### config.mk
export PLATFORM = sky130hd
export DESIGN_NAME = nand_lock_host
export DESIGN_NICKNAME = d
export VERILOG_FILES = /design/src/nand_lock_pkg.sv /design/src/nand_bus_cycle.sv /design/src/nand_lock_host.sv
export SDC_FILE = /design/constraint.sdc
export NUM_CORES = 1
export LEC_CHECK = 0
export BUFFER_PORTS_ARGS = -buffer_cell sky130_fd_sc_hd__buf_2
export CAP_MARGIN = 5
export CORE_ASPECT_RATIO = 0.8
export CORE_UTILIZATION = 35
export CTS_CLUSTER_DIAMETER = 30
export DETAILED_ROUTE_END_ITERATION = 8
export HOLD_SLACK_MARGIN = 0.06
export PLACE_DENSITY = 0.57
export SLEW_MARGIN = 20
export SYNTH_ARGS = -nofsm -noshare
export SYNTH_HDL_FRONTEND = slang
export SYNTH_HIERARCHICAL = 1
export SYNTH_SLANG_ARGS = --single-unit
export TNS_END_PERCENT = 10
### constraint.sdc
create_clock -name mclk -period 4.65 [get_ports mclk]
set_clock_uncertainty 0.2 [all_clocks]
set_input_delay 0.2325 -clock mclk [delete_from_list [all_inputs] [get_ports mclk]]
set_output_delay 0.2325 -clock mclk [all_outputs]
set_load 0.05 [all_outputs]
### src/nand_lock_pkg.sv
// Purpose: Shared constants for the NAND status and block-lock host controller
// Assumes: Single clock mclk at 40 MHz, synchronous active-low reset
// Notes:   Opcodes and timings are plain parameters where not documented
package nand_lock_pkg;
  localparam int unsigned CLK_PERIOD_NS = 25;
  localparam int unsigned T_STROBE_NS   = 50;
  localparam int unsigned STROBE_CYC    =
    (T_STROBE_NS + CLK_PERIOD_NS - 1) / CLK_PERIOD_NS;
  localparam logic [7:0] OP_UNLOCK_LO   = 8'h23;
  localparam logic [7:0] OP_UNLOCK_HI   = 8'h24;
  localparam logic [7:0] OP_STATUS      = 8'h70;
  localparam logic [7:0] OP_LOCK_STATUS = 8'h7A;
  localparam logic [7:0] OP_LOCK        = 8'h2A;
  localparam logic [7:0] OP_LOCK_TIGHT  = 8'h2C;
  localparam int unsigned SR_FAIL     = 0;
  localparam int unsigned SR_PFAIL    = 1;
  localparam int unsigned SR_REWRITE  = 3;
  localparam int unsigned SR_ALL_OPS_READY_BIT     = 5;
  localparam int unsigned SR_RDY      = 6;
  localparam int unsigned SR_WPN      = 7;
  localparam int unsigned LS_TIGHT    = 0;
  localparam int unsigned LS_TIGHT_N  = 1;
  localparam int unsigned LS_LOCKED_N = 2;
  localparam int unsigned INV_BIT     = 0;
  localparam int unsigned UID_HALF    = 16;
  localparam int unsigned UID_COPIES  = 16;
  localparam int unsigned UID_BYTES   = 32;
  typedef enum logic [1:0] {
    CYC_CMD  = 2'b00,
    CYC_ADDR = 2'b01,
    CYC_RD   = 2'b11,
    CYC_WR   = 2'b10
  } cyc_kind_t;
endpackage

### src/nand_bus_cycle.sv
// Purpose: One asynchronous NAND bus cycle with a timed strobe
// Assumes: Pin inputs synchronous to mclk
// Notes:   Write data latched by device on rising write strobe
module nand_bus_cycle
  import nand_lock_pkg::*;
#(
  parameter int unsigned STROBE = STROBE_CYC
) (
  // Clock and reset
  input  wire logic        mclk,
  input  wire logic        resetn,
  // Request
  input  wire logic        start,
  input  wire cyc_kind_t   kind,
  input  wire logic [7:0]  wrData,
  output logic             done,
  output logic [7:0]       rdData,
  // Pins
  output logic             cle,
  output logic             ale,
  output logic             weN,
  output logic             reN,
  output logic [7:0]       ioOut,
  output logic             ioOe,
  input  wire logic [7:0]  ioIn
);
  logic [7:0] cnt_q;
  logic       busy_q;
  logic       isRd;
  logic       last;
  assign isRd = (kind == CYC_RD);
  assign last = busy_q && (cnt_q == 8'(STROBE));

  always_ff @(posedge mclk) begin
    if (!resetn) begin
      busy_q <= 1'b0;
      cnt_q  <= 8'h00;
      done   <= 1'b0;
      rdData <= 8'h00;
      cle    <= 1'b0;
      ale    <= 1'b0;
      weN    <= 1'b1;
      reN    <= 1'b1;
      ioOut  <= 8'h00;
      ioOe   <= 1'b0;
    end else begin
      done <= 1'b0;
      if (start && !busy_q) begin
        busy_q <= 1'b1;
        cnt_q  <= 8'h01;
        cle    <= (kind == CYC_CMD);
        ale    <= (kind == CYC_ADDR);
        weN    <= isRd;
        reN    <= !isRd;
        ioOut  <= isRd ? 8'h00 : wrData;
        ioOe   <= !isRd;
      end else if (last) begin
        // Sample read data just before releasing the read strobe
        if (!reN) rdData <= ioIn;
        busy_q <= 1'b0;
        weN    <= 1'b1;
        reN    <= 1'b1;
        done   <= 1'b1;
      end else if (busy_q) begin
        cnt_q <= cnt_q + 8'h01;
      end else begin
        cle  <= 1'b0;
        ale  <= 1'b0;
        ioOe <= 1'b0;
      end
    end
  end
endmodule

### src/nand_lock_host.sv
// Purpose: Host side of NAND status reads and block-range write protection
// Assumes: Device pins sampled synchronously; one order at a time
// Notes:   Unique-ID copies checked locally after the user streams them in
//
// Summary of operation
// - Host XOR-checks each ID copy, moving on until one passes or 16 copies have failed.
// - After write guard pulse, host must unlock again before writing.
// - Host programs lower boundary strictly below upper boundary.
// - Three boundary address cycles; unused lines driven low by host.
module nand_lock_host
  import nand_lock_pkg::*;
#(
  parameter int unsigned BA_W = 18
) (
  // Clock and reset
  input  wire logic            mclk,
  input  wire logic            resetn,
  // User orders
  input  wire logic            unlockReq,
  input  wire logic [BA_W-1:0] lowerBlock,
  input  wire logic [BA_W-1:0] upperBlock,
  input  wire logic            invert,
  input  wire logic            statusReq,
  input  wire logic            lockStatReq,
  input  wire logic [BA_W-1:0] queryBlock,
  input  wire logic            guardReq,
  input  wire logic            guardLevel,
  output logic                 busy,
  output logic                 orderDone,
  output logic                 orderErr,
  // Status results
  output logic [7:0]           statusByte,
  output logic                 devReady,
  output logic                 allReady,
  output logic                 opFail,
  output logic                 prevFail,
  output logic                 rewriteAdv,
  output logic [2:0]           lockState,
  output logic                 needUnlock,
  // Unique-ID check stream
  input  wire logic            uidValid,
  input  wire logic [7:0]      uidByte,
  output logic                 uidGood,
  output logic                 uidDone,
  // Device pins
  output logic                 ceN,
  output logic                 cle,
  output logic                 ale,
  output logic                 weN,
  output logic                 reN,
  output logic                 writeGuardN,
  output logic [7:0]           ioOut,
  output logic                 ioOe,
  input  wire logic [7:0]      ioIn,
  input  wire logic            readyBusyN
);
  typedef enum logic [2:0] {
    S_IDLE = 3'b000,
    S_CMD  = 3'b001,
    S_A1   = 3'b011,
    S_A2   = 3'b010,
    S_A3   = 3'b110,
    S_RD   = 3'b111,
    S_FIN  = 3'b100
  } state_t;

  state_t          st_q;
  logic [1:0]      op_q;
  logic            hiPass_q;
  logic [BA_W-1:0] ba_q;
  logic            inv_q;
  logic            cycStart_q;
  cyc_kind_t       cycKind_q;
  logic [7:0]      cycData_q;
  logic            cycDone;
  logic [7:0]      cycRd;
  logic [7:0]      a1;
  logic [7:0]      a2;
  logic [7:0]      a3;
  logic            rangeBad;
  logic [7:0]      opcode;

  assign a1 = {ba_q[7:6], 5'h00, hiPass_q & inv_q};
  assign a2 = ba_q[15:8];
  assign a3 = {6'h00, ba_q[17:16]};
  assign rangeBad = !(lowerBlock < upperBlock);
  assign opcode = (op_q == 2'd1) ? OP_STATUS :
                  (op_q == 2'd2) ? OP_LOCK_STATUS :
                  hiPass_q ? OP_UNLOCK_HI : OP_UNLOCK_LO;

  nand_bus_cycle u_cyc (
    .mclk   (mclk),
    .resetn (resetn),
    .start  (cycStart_q),
    .kind   (cycKind_q),
    .wrData (cycData_q),
    .done   (cycDone),
    .rdData (cycRd),
    .cle    (cle),
    .ale    (ale),
    .weN    (weN),
    .reN    (reN),
    .ioOut  (ioOut),
    .ioOe   (ioOe),
    .ioIn   (ioIn)
  );

  always_ff @(posedge mclk) begin
    if (!resetn) begin
      st_q <= S_IDLE; op_q <= 2'd0; hiPass_q <= 1'b0;
      ba_q <= '0; inv_q <= 1'b0;
      cycStart_q <= 1'b0; cycKind_q <= CYC_CMD; cycData_q <= 8'h00;
      busy <= 1'b0; orderDone <= 1'b0; orderErr <= 1'b0;
      statusByte <= 8'h00; lockState <= 3'b000;
      writeGuardN <= 1'b0; needUnlock <= 1'b1; ceN <= 1'b1;
    end else begin
      cycStart_q <= 1'b0;
      orderDone  <= 1'b0;
      orderErr   <= 1'b0;
      case (st_q)
        S_IDLE: begin
          ceN  <= 1'b1;
          busy <= 1'b0;
          if (guardReq) begin
            // rising guard after low still needs a fresh unlock
            if (!guardLevel) needUnlock <= 1'b1;
            writeGuardN <= guardLevel;
            orderDone <= 1'b1;
          end else if (unlockReq && rangeBad) begin
            orderErr <= 1'b1;
          end else if (unlockReq || statusReq || lockStatReq) begin
            op_q <= unlockReq ? 2'd0 : statusReq ? 2'd1 : 2'd2;
            hiPass_q <= 1'b0;
            ba_q <= unlockReq ? lowerBlock : queryBlock;
            inv_q <= invert;
            busy <= 1'b1; ceN <= 1'b0;
            st_q <= S_CMD;
          end
        end
        S_CMD: begin
          cycStart_q <= 1'b1; cycKind_q <= CYC_CMD; cycData_q <= opcode;
          st_q <= S_A1;
        end
        S_A1: if (cycDone) begin
          cycStart_q <= 1'b1;
          cycKind_q <= (op_q == 2'd1) ? CYC_RD : CYC_ADDR;
          cycData_q <= a1;
          st_q <= (op_q == 2'd1) ? S_RD : S_A2;
        end
        S_A2: if (cycDone) begin
          cycStart_q <= 1'b1; cycKind_q <= CYC_ADDR; cycData_q <= a2;
          st_q <= S_A3;
        end
        S_A3: if (cycDone) begin
          cycStart_q <= 1'b1; cycKind_q <= CYC_ADDR; cycData_q <= a3;
          st_q <= (op_q == 2'd2) ? S_RD : S_FIN;
        end
        S_RD: if (cycDone) begin
          // Lock status needs one extra read after its address
          if (op_q == 2'd2 && cycKind_q != CYC_RD) begin
            cycStart_q <= 1'b1; cycKind_q <= CYC_RD;
          end else begin
            if (op_q == 2'd1) statusByte <= cycRd;
            else lockState <= cycRd[2:0];
            st_q <= S_FIN;
          end
        end
        S_FIN: begin
          if (op_q != 2'd0 || cycDone) begin
            if (op_q == 2'd0 && !hiPass_q) begin
              // lower done, now the upper pass
              hiPass_q <= 1'b1; ba_q <= upperBlock; st_q <= S_CMD;
            end else begin
              if (op_q == 2'd0) needUnlock <= 1'b0;
              orderDone <= 1'b1; st_q <= S_IDLE;
            end
          end
        end
        default: st_q <= S_IDLE;
      endcase
    end
  end

  // Status fields; ready mirrors the pin every cycle, one cycle late
  always_ff @(posedge mclk) begin
    if (!resetn) begin
      devReady <= 1'b0; allReady <= 1'b0; opFail <= 1'b0;
      prevFail <= 1'b0; rewriteAdv <= 1'b0;
    end else begin
      devReady   <= readyBusyN;
      allReady   <= statusByte[SR_ALL_OPS_READY_BIT];
      opFail     <= statusByte[SR_FAIL];
      prevFail   <= statusByte[SR_PFAIL];
      rewriteAdv <= statusByte[SR_REWRITE];
    end
  end

  // ID copy check, each byte of first half XOR its complement
  logic [7:0] idHalf_q [UID_HALF];
  logic [4:0] pos_q;
  logic [4:0] copy_q;
  logic       ok_q;
  logic       isHi;
  logic       match;
  assign isHi  = pos_q[4];
  assign match = ((idHalf_q[pos_q[3:0]] ^ uidByte) == 8'hFF);
  always_ff @(posedge mclk) begin
    if (!resetn) begin
      pos_q <= 5'd0; copy_q <= 5'd0; ok_q <= 1'b1;
      uidGood <= 1'b0; uidDone <= 1'b0;
    end else if (uidValid && !uidGood && !uidDone) begin
      if (!isHi) idHalf_q[pos_q[3:0]] <= uidByte;
      else if (!match) ok_q <= 1'b0;
      pos_q <= pos_q + 5'd1;
      if (pos_q == 5'(UID_BYTES - 1)) begin
        if (ok_q && match) uidGood <= 1'b1;
        else if (copy_q == 5'(UID_COPIES - 1)) uidDone <= 1'b1;
        copy_q <= copy_q + 5'd1;
        ok_q <= 1'b1;
      end
    end
  end

  property p_unlock_pair;
    @(posedge mclk) disable iff (!resetn)
      (st_q == S_FIN && op_q == 2'd0 && !hiPass_q && cycDone)
      |=> (hiPass_q && st_q == S_CMD);
  endproperty
  a_unlock_pair: assert property (p_unlock_pair)
    else $error("upper boundary pass did not follow lower");

  property p_inv_lo;
    @(posedge mclk) disable iff (!resetn)
      (cycStart_q && cycKind_q == CYC_ADDR && st_q == S_A2 && !hiPass_q
       && op_q == 2'd0) |-> !cycData_q[INV_BIT];
  endproperty
  a_inv_lo: assert property (p_inv_lo)
    else $error("invert bit sent with lower boundary");

  property p_bad_range;
    @(posedge mclk) disable iff (!resetn)
      (st_q == S_IDLE && !guardReq && unlockReq && rangeBad)
      |=> (orderErr && st_q == S_IDLE);
  endproperty
  a_bad_range: assert property (p_bad_range)
    else $error("bad boundary order was not refused");

  property p_guard;
    @(posedge mclk) disable iff (!resetn)
      (st_q == S_IDLE && guardReq && !guardLevel) |=> needUnlock;
  endproperty
  a_guard: assert property (p_guard)
    else $error("guard pulse did not demand unlock");
endmodule

-- Word level (Yosys, flattened, before mapping)
Memories as Yosys holds them, arrays and structs flattened. A register that Yosys moved wholly into a read port is not among the register bits.
Index checks and enable logic that the tools add are counted.
- $add $sub $neg: 3
- reductions and logical operators: 48
- multiplexer cells: 86
- order comparisons: 1
- bitwise gates (word level): 12
- divide/modulo/power cells: 0
- multiply operators: 0
- eq/ne operators: 34
- shift operators: 0
- operators with widths (cell ; number):
    18-bit 2-to-1 mux ; 6
    1-bit 2-to-1 mux ; 45
    18-bit case mux with 2 select lines ; 1
    3-bit 2-to-1 mux ; 11
    8-bit 2-to-1 mux ; 4
    8-bit case mux with 4 select lines ; 1
    2-bit inequality test (second input constant) ; 14
    3-bit case mux with 7 select lines ; 1
    4-bit AND reduction ; 5
    18-bit < comparator ; 1
    2-bit 2-to-1 mux ; 8
    7-bit 2-to-1 mux ; 2
    2-bit by 1-bit inequality test with 1-bit output (second input constant) ; 6
    6-bit AND reduction ; 2
    5-bit by 1-bit adder with 5-bit output (second input constant) ; 2
    1-bit NOT ; 10
    2-bit AND reduction ; 5
    2-bit nonzero test ; 5
    3-bit == test (second input constant) ; 3
    3-bit AND reduction ; 3
    9-bit AND reduction ; 1
    8-bit by 1-bit adder with 8-bit output (second input constant) ; 1
    8-bit by 2-bit == test with 1-bit output (second input constant) ; 1
    8-bit == test (second input constant) ; 1
    21 further kinds ; 45
- bits in latches: 0
- bits in writable memories: 128
- ROM bits: 0
- memories: 1
- register bits: 102
- memories (name ; depth ; width ; read ports ; clocked after memory_dff ; write ports ; RTL line ; text):
    idHalf_q ; 16 ; 8 ; 1 ; 1 ; 1 ; nand_lock_host.sv:199 ; logic [7:0] idHalf_q [UID_HALF];

-- Logic depth before layout (Yosys ltp)
Gate-level depths: netlist of the first run.
- word-level depth: 6
- gate-level depth with buffers: 10
- gate-level depth less buffers: 9

-- Modules after synthesis
The synthesis of the first run kept the hierarchy.
- by module, submodules not included (module ; instances ; cells each ; area each (um^2)):
    nand_lock_host ; 1 ; 684 ; 8826.0
    nand_bus_cycle ; 1 ; 135 ; 1257.5

-- Worst setup path before layout of the first run
No wires, ideal clock.
- kind: register to register
- start: reg uidDone
- end: mem idHalf_q[1][0], enable pin
- buffers on the path: 0
- stages on the path, launching flop included: 5
- setup time: 0.383 ns
- path slack: 1.970 ns
- required time: 4.067 ns
- arrival: 2.097 ns
- period minus slack after synthesis: 2.680 ns
- cells stage by stage: dfxtp_1 -> nor3b_2 -> nor3b_1 -> nand2_1 -> nor3_1
- word-level cells in the longest chain between the ends: 5
- ends and longest elaborated chain (item ; RTL line ; text):
    start: declaration ; nand_lock_host.sv:44 ; output logic uidDone,
    start signal: assignment ; nand_lock_host.sv:210 ; uidGood <= 1'b0; uidDone <= 1'b0;
    start signal: assignment ; nand_lock_host.sv:217 ; else if (copy_q == 5'(UID_COPIES - 1)) uidDone <= 1'b1;
    1-bit logical NOT ; nand_lock_host.sv:211 ; end else if (uidValid && !uidGood && !uidDone) begin
    1-bit logical AND ; nand_lock_host.sv:211 ;
    1-bit 2-to-1 mux ; nand_lock_host.sv:211 ;
    1-bit 2-to-1 mux ; nand_lock_host.sv:208 ; if (!resetn) begin
    1-bit 2-to-1 mux (not written as such) ; nand_lock_host.sv:212 ; if (!isHi) idHalf_q[pos_q[3:0]] <= uidByte;
    end: declaration ; nand_lock_host.sv:199 ;
Every way passes these cells.

-- Final worst setup path of the first run
- start: in upperBlock[7]
- end: reg op_q[1]
- word-level cells in the longest chain between the ends: 5
- ends and longest elaborated chain (item ; RTL line ; text):
    start: declaration ; nand_lock_host.sv:21 ; input wire logic [BA_W-1:0] upperBlock,
    18-bit < comparator ; nand_lock_host.sv:86 ; assign rangeBad = !(lowerBlock < upperBlock);
    1-bit logical NOT ; nand_lock_host.sv:86 ;
    1-bit logical AND ; nand_lock_host.sv:129 ; end else if (unlockReq && rangeBad) begin
    1-bit NOT (no line) ; n/a ;
    4-bit AND reduction (no line) ; n/a ;
    end signal: assignment ; nand_lock_host.sv:132 ; op_q <= unlockReq ? 2'd0 : statusReq ? 2'd1 : 2'd2;
    end: declaration ; nand_lock_host.sv:68 ; logic [1:0] op_q;
Every way passes these cells.
A chain may end at the register's enable or synchronous reset.

==> results of run 1 <==
-- kinds of logic (layout without fill, tap and decap cells) --
| family | Yosys count | count (layout) | share of synthesized area [%] |
|---|---|---|---|
| AO/OA/AOI/OAI | 139 | 139 | 8.79 |
| XOR/XNOR | 24 | 24 | 2.08 |
| adder cells (fa/ha/maj) | 29 | 29 | 3.60 |
| buffers and inverters | 75 | 279 | 3.42 |
| flip-flops | 228 | 228 | 58.0 |
| multiplexers | 85 | 85 | 12.9 |
| AND/OR/NAND/NOR | 239 | 239 | 11.3 |
-- state kept, by name (all words and copies together) (netlist names), 2 cells and up, named ones only --
name and cells:
lockState 3, u_cyc/rdData 8, copy_q 5, op_q 2
cycKind_q 2, cycData_q 8, ba_q 12, u_cyc/ioOut 8
pos_q 5, statusByte 8, st_q 3, idHalf_q 128
u_cyc/cnt_q 8
-- power groups by stage --
stage	clock, W	sequential (W)	combinational, W
final	0.00305	0.00241	0.000908
after global routing	0.00322	0.00243	0.00102
after CTS	0.00311	0.00241	0.000911
after detailed placement	0	0.00244	0.000835
after global placement	0	0.00245	0.000827
after floorplan	0	0.00241	0.000643
-- synthesized netlist by cell type, drive strengths merged, types with 2 or more instances --
| master | instances | area share [%] |
|---|---|---|
| edfxtp | 128 | 38 |
| dfxtp | 100 | 20 |
| nand2 | 80 | 3.0 |
| nor2 | 68 | 2.5 |
| mux2i | 53 | 5.3 |
| o21ai | 42 | 2.1 |
| mux4 | 32 | 7.6 |
| a21oi | 31 | 1.5 |
| inv | 30 | 1.1 |
| ha | 29 | 3.6 |
| clkbuf | 26 | 0.97 |
| nand3 | 23 | 1.1 |
| buf | 19 | 1.3 |
| xor2 | 17 | 1.5 |
| a31oi | 15 | 0.93 |
| nor3 | 13 | 0.65 |
| a211oi | 9 | 0.67 |
| a21o | 9 | 0.67 |
| nand4 | 9 | 0.56 |
| a22o | 8 | 0.69 |
| and2 | 8 | 0.50 |
| nand2b | 7 | 0.43 |
| xnor2 | 7 | 0.61 |
| nor3b | 5 | 0.42 |
| nor2b | 4 | 0.25 |
| or3 | 4 | 0.26 |
| and3 | 3 | 0.19 |
| nor4 | 3 | 0.34 |
| o2111a | 3 | 0.34 |
| o21a | 3 | 0.22 |
| or2 | 3 | 0.19 |
| nand4b | 2 | 0.17 |
| nor4b | 2 | 0.17 |
| o221ai | 2 | 0.17 |
| o22ai | 2 | 0.12 |
| or4b | 2 | 0.24 |
-- worst paths after layout --
path | start | end | slack, ns | cells past startpoint
hold reg to reg | u_cyc/rdData[3] | u_cyc/rdData[3] | 0.25 | 2
setup / recovery | upperBlock[7] | op_q[1] | 1.40 | 13
setup reg to reg | flip-flop | uidDone | 1.57 | 7
hold / removal | resetn | ceN | 0.09 | 3
-- repair_timing --
item,in CTS,in global routing
endpoints found under the hold margin,159,0
hold buffers,48,0
gates resized for setup,0,0
-- area by class of cell --
| type | instances | area, um^2 |
|---|---|---|
| clock buffers | 48 | 1120 |
| clock inverters | 29 | 325 |
| fillers | 2569 | 15400 |
| inverters | 30 | 113 |
| multi-input cells | 516 | 3890 |
| flip-flops and latches | 228 | 5850 |
| well taps | 370 | 463 |
| repair buffers | 172 | 1140 |
-- tightest hold or removal path, stage by stage --
cell and delay (ns):
buf_2 0.13, buf_4 0.28, o21ai_0 0.12
-- through the flow --
| stage | area, um^2 | std cells | util, % |
|---|---|---|---|
| after floorplan | 10100 | 819 | - |
| after global placement | 11000 | 1268 | 38.8 |
| after detailed placement | 11000 | 1268 | 38.8 |
| after CTS | 12900 | 1393 | 45.6 |
| after global routing | 12900 | 1393 | 45.6 |
| final | 12900 | 1393 | 45.6 |
-- layer usage --
layer,wire (um),vias up,part of all wire [%]
met3,1510,30,6.8
li1,-,3403,-
met4,295,0,1.3
met2,9780,174,44
met1,10800,3293,48
met5,0,-,0
==> flow_summary.json, run 1 <==
{
  "setup_slack_ns": 1.40,
  "start_util_pct": 35.7,
  "grt_pass1_vias": 6882,
  "core_mm2": 0.0283,
  "final_common_cell": "edfxtp_1",
  "swShare_pct": 27.7,
  "cp.required_ns": 4.86,
  "rsz0062_at_grt": "no",
  "synth_edf_count": 128,
  "path_common_cell": "a21o_1",
  "clk_latency_ns": 0.52,
  "worstPathArrival_ns": 3.46,
  "cp-end-kind": "flip-flop",
  "diodes": 0,
  "htreeDepth": 2,
  "period_needed_ns": 3.25,
  "p_int_w": 0.00461,
  "grtUsageMet3_pct": 4.36,
  "fmax_mhz": 307,
  "cts-root-buf": "clkbuf_16",
  "slowest_delay_ns": 0.58,
  "cts_buffers": 42,
  "postCtsSetupBuffers": 0,
  "ys_seq_area_share_pct": 58.0,
  "status": "finished, final reports clean",
  "use_met2_pct": 23.7,
  "p_sw_w": 0.00176,
  "p_total_w": 0.00637,
  "place_congestion": 0.737,
  "io_buffers": 110,
  "syn_nets": 928,
  "vias_per_cell": 4.95,
  "path_cells": "dlygate4sd3_1 > buf_2 > inv_1 > ha_1 > a21o_1 > a21o_1 > a21oi_1 > o221ai_1 > buf_4 > a21o_1 > a21oi_1 > o32ai_1 > dlygate4sd3_1",
  "finalCritPeriodShare_pct": 70.0,
  "vdd_ir_drop_max_v": 0.000348,
  "power.density_mw_per_mm2": 494,
  "remaining_drc_errors": 0,
  "dp_slack_ns": 1.46,
  "grt_pass1_wl_um": 36700,
  "dieArea_mm2": 0.0295,
  "grt_max_degree": 48,
  "synth_seq_cells": 228,
  "hp-class": "primary input to flip-flop",
  "path_clk_slew_ns": 0.05,
  "post-dp-hpwl_um": 14200,
  "pwr-share-seq_pct": 37.8,
  "area_delta_synth_final_pct": 27.8,
  "firstDrtPassIters": 5,
  "slew_violations": 0,
  "clock_power_share_pct": 47.9,
  "worstSetupStartpointType": "primary input",
  "postSynthAreaPerCell_um2": 12.3,
  "ys.flop_type": "edfxtp_1",
  "crit_family": "compound AO/OA/AOI/OAI gates",
  "track_usage_pct": 15.8,
  "tns_ns": 0,
  "num_rows": 55,
  "syn_area_mm2": 0.0101,
  "critPathKind": "primary input to flip-flop",
  "layout_common_cells": "128 x edfxtp_1, 110 x buf_2, 100 x dfxtp_1",
  "busiest_layer": "met2",
  "cts.sinks": 228,
  "async_reset_ff_share_pct": 0,
  "postRouteAntennaNets": 0,
  "clockBufferDepth": 3,
  "dieHeight_um": 154,
  "syn-instance-count": 819,
  "io_pins": 117,
  "relSlewSlack_pct": 25.0,
  "yosys_warnings": 6,
  "drt_iter0_markers": 300,
  "grt-ovfl-total": 0,
  "fin_nets": 1099,
  "die_x_um": 192,
  "p_leak_nw": 4.89,
  "wl_per_cell_um": 16.1,
  "cts_tree": "done",
  "crit_path_top_delay_cell": "dlygate4sd3_1",
  "combPwrFrac_pct": 14.3,
  "layout-drive-gt1-share_pct": 22.1,
  "setup_viol": 0,
  "drt-total-wl_um": 22400,
  "hold_viol_final": 0,
  "worst_hold_slack_ns": 0.0897,
  "antenna_found_initial": 0,
  "synth.distinct_cells": 63,
  "max_slew.worst_pin.slew_ns": 1.12,
  "met1_usage_pct": 22.4,
  "critPathBufInv": 5,
  "drv_cap": 0,
  "worst-path-max-fanout": 14,
  "vias": 6900
}
Note: power is estimated with default switching activity, not from simulation.
==> run 2: changes to the inputs <==
--- a/config.mk
+++ b/config.mk
@@ -5,6 +5,7 @@
 export SDC_FILE = /design/constraint.sdc
 export NUM_CORES = 1
 export LEC_CHECK = 0
+export ABC_AREA = 1
 export BUFFER_PORTS_ARGS = -buffer_cell sky130_fd_sc_hd__buf_2
 export CAP_MARGIN = 5
 export CORE_ASPECT_RATIO = 0.8
@@ -12,7 +13,7 @@
 export CTS_CLUSTER_DIAMETER = 30
 export DETAILED_ROUTE_END_ITERATION = 8
 export HOLD_SLACK_MARGIN = 0.06
-export PLACE_DENSITY = 0.57
+export PLACE_DENSITY = 0.59
 export SLEW_MARGIN = 20
 export SYNTH_ARGS = -nofsm -noshare
 export SYNTH_HDL_FRONTEND = slang
==> constraint.sdc (replaced) <==
create_clock -name mclk -period 2.7 [get_ports mclk]
set_clock_uncertainty 0.2 [all_clocks]
set_input_delay 0.135 -clock mclk [delete_from_list [all_inputs] [get_ports mclk]]
set_output_delay 0.135 -clock mclk [all_outputs]
set_load 0.05 [all_outputs]
==> run 2 against run 1 <==
  * The run now ends with design-rule violations left
  * Area after synthesis grew 3.0%
  * Count of clock-buffer cells in the layout shrank 2
  * Die area grew 2.9%
  * Critical path depth shrank 2
  * Synthesized cell count grew 48%
  * Setup slack lost 1.2 ns
  * Cell count grew 30%
  * Global-route usage grew 1.3 points
  * First-iteration DRC count grew 45%
  * Largest power group unchanged
  * Highest routed layer unchanged
==> flow_summary.json, run 2 <==
{
  "p_leak_nw": 5.86,
  "vdd_ir_drop_max_v": 0.000385,
  "cp-startpoint": "st_q[1]",
  "synth_edf_count": 128,
  "layout-drive-gt1-share_pct": 15.9,
  "antenna_found_initial": 1,
  "utilization_pct": 45.8,
  "post-dp-hpwl_um": 16500,
  "post_dp_cell_area_mm2": 0.0115,
  "ys.flop_type": "edfxtp_1",
  "reg2reg_to": "op_q[0]",
  "worst-path-max-fanout": 8,
  "status": "finished, violations left",
  "postRouteAntennaNets": 0,
  "async_reset_ff_share_pct": 0,
  "grt-ovfl-total": 0,
  "start_util_pct": 35.5,
  "setup_viol": 0,
  "max_slew.worst_pin.slew_ns": 0.608,
  "drt_iter0_markers": 436,
  "synth_top_area_share_pct": 37.0,
  "crit_path_top_delay_cell": "dlygate4sd3_1",
  "worstPathArrival_ns": 2.67,
  "grt_pass1_vias": 8643,
  "core_mm2": 0.0292,
  "ff2ff_path_depth": 11,
  "syn_nets": 1320,
  "hp-class": "primary input to flip-flop",
  "largest_register_ffs": 128,
  "violations": "design-rule violations",
  "critPathKind": "flip-flop to flip-flop",
  "dieArea_mm2": 0.0304,
  "r2r_slack_ns": 0.24,
  "io_pins": 117,
  "path_cells": "nor2_1 > inv_1 > nor2_4 > inv_1 > nor2_1 > inv_1 > nor2_1 > nand2_1 > nand2_1 > a21oi_1 > dlygate4sd3_1",
  "synthTopCellsByArea": "edfxtp_1 37%, dfxtp_1 19%, nand2_1 9.8%",
  "grt_pass1_wl_um": 42100,
  "vias": 8564,
  "postSynthAreaPerCell_um2": 8.57,
  "hold_viol_final": 0,
  "clockBufferDepth": 3,
  "period_needed_ns": 2.46,
  "remaining_drc_errors": 1,
  "clk_latency_ns": 0.52,
  "htreeDepth": 2,
  "drt-total-wl_um": 25100,
  "ys_seq_area_share_pct": 56.3,
  "synth_area_leader_cell": "edfxtp_1",
  "dieHeight_um": 156,
  "wl_per_cell_um": 13.8,
  "syn_area_mm2": 0.0104,
  "worstSetupStartpointType": "flip-flop",
  "yosys-top-cells-count": "272 x nand2_1, 198 x nor2_1, 149 x inv_1",
  "fmax_mhz": 406,
  "track_usage_pct": 17.1,
  "yosys_warnings": 6,
  "synth.distinct_cells": 40,
  "slowest_delay_ns": 0.57,
  "final_common_cell": "nand2_1",
  "vias_per_cell": 4.72,
  "tns_ns": 0,
  "cts-root-buf": "clkbuf_16",
  "num-fill-cells": 2780,
  "place_congestion": 0.817,
  "syn-instance-count": 1211,
  "crit_end": "op_q[0]",
  "relSlewSlack_pct": 59.5,
  "synth_seq_cells": 228,
  "cts_tree": "done",
  "rsz0062_at_grt": "no",
  "area_delta_synth_final_pct": 28.9,
  "power.density_mw_per_mm2": 832,
  "final_area_mm2": 0.0134,
  "num_rows": 56,
  "finalCritPeriodShare_pct": 91.3,
  "yosysMostFrequentCell": "nand2_1",
  "io_buffers": 110,
  "r2r-start": "st_q[1]",
  "firstDrtPassIters": 7,
  "die_x_um": 195,
  "cts_buffers": 40,
  "cp-end-kind": "flip-flop",
  "fin_nets": 1519,
  "slew_violations": 0,
  "cts.sinks": 228,
  "drv_cap": 0,
  "cp.required_ns": 2.90,
  "path_clk_slew_ns": 0.05,
  "grt_max_degree": 62,
  "layout_common_cells": "272 x nand2_1, 197 x nor2_1, 149 x inv_1"
}
run 2: layer usage:
| layer | up-vias | routed length, um | track usage [%] |
|---|---|---|---|
| li1 | 4366 | - | - |
| met1 | 3964 | 11800 | 22.0 |
| met2 | 191 | 11400 | 28.4 |
| met3 | 43 | 1410 | 4.06 |
| met4 | 0 | 521 | 5.56 |
| met5 | - | 0 | 0 |
run 2: layout make-up:
type                            instances  area, um^2  share of cell area [%]
Antenna cell                            1        2.50                  0.0187
Clock buffer                           46        1050                    7.88
Clock inverter                         24         292                    2.18
Inverter                              157         589                    4.40
Multi-Input combinational cell        783        3730                    27.9
Sequential cell                       228        5850                    43.7
Tap cell                              377         472                    3.52
Timing Repair Buffer                  200        1400                    10.5
run 2: stage by stage:
step,worst slack [ns],power [W],hold WS (ns),instances
floorplan,0.135,0.00554,0.0326,1211
global placement,0.354,0.00601,0.119,1691
detailed placement,0.362,0.00604,0.127,1691
CTS,0.149,0.0112,0.142,1815
global route,0.0560,0.0117,0.210,1816
finish,0.236,0.0111,0.163,1816
run 2: how the worst min path moves through the flow:
stage                     startpoint              end  slack, ns  cells after the start
final                     readyBusyN         devReady       0.16                      4
after global routing         ioIn[4]  u_cyc/rdData[4]       0.21                      4
after detailed placement  readyBusyN         devReady       0.13                      3
after CTS                 readyBusyN         devReady       0.14                      4
after floorplan           readyBusyN         devReady       0.03                      2
after global placement    readyBusyN         devReady       0.12                      3
run 2: power breakdown:
group | switching (W) | leakage (nW) | internal [W] | total (W)
clock network | 0.00174 | 0.629 | 0.00329 | 0.00503
logic | 0.00135 | 3.26 | 0.000674 | 0.00202
registers | 0.000170 | 1.97 | 0.00391 | 0.00408
total | 0.00326 | 5.86 | 0.00788 | 0.0111
run 2: cell families (layout without fill, tap and decap cells):
logic type	after synthesis	count (layout)	synth area share [%]
AND/OR/NAND/NOR	587	587	23.2
AO/OA/AOI/OAI	163	163	8.86
buffers and inverters	200	427	7.86
adder cells (fa/ha/maj)	29	29	3.49
XOR/XNOR	4	4	0.337
flip-flops	228	228	56.3
other	0	1	0
run 2: worst max-delay path, delay by kind of cell (launching register included):
kind / cells / cell delay [ns]
compound gates: 1 / 0.06
buf+inv: 4 / 0.86
flops: 1 / 0.38
simple gates: 6 / 0.84
run 2: timing repair:
action / 4_1_cts / 5_1_grt
setup buffers: 0 / 0
endpoints found under the hold margin: 179 / 0
gates resized for setup: 0 / 2
endpoints found under the setup margin: 0 / 1
hold buffers: 54 / 0
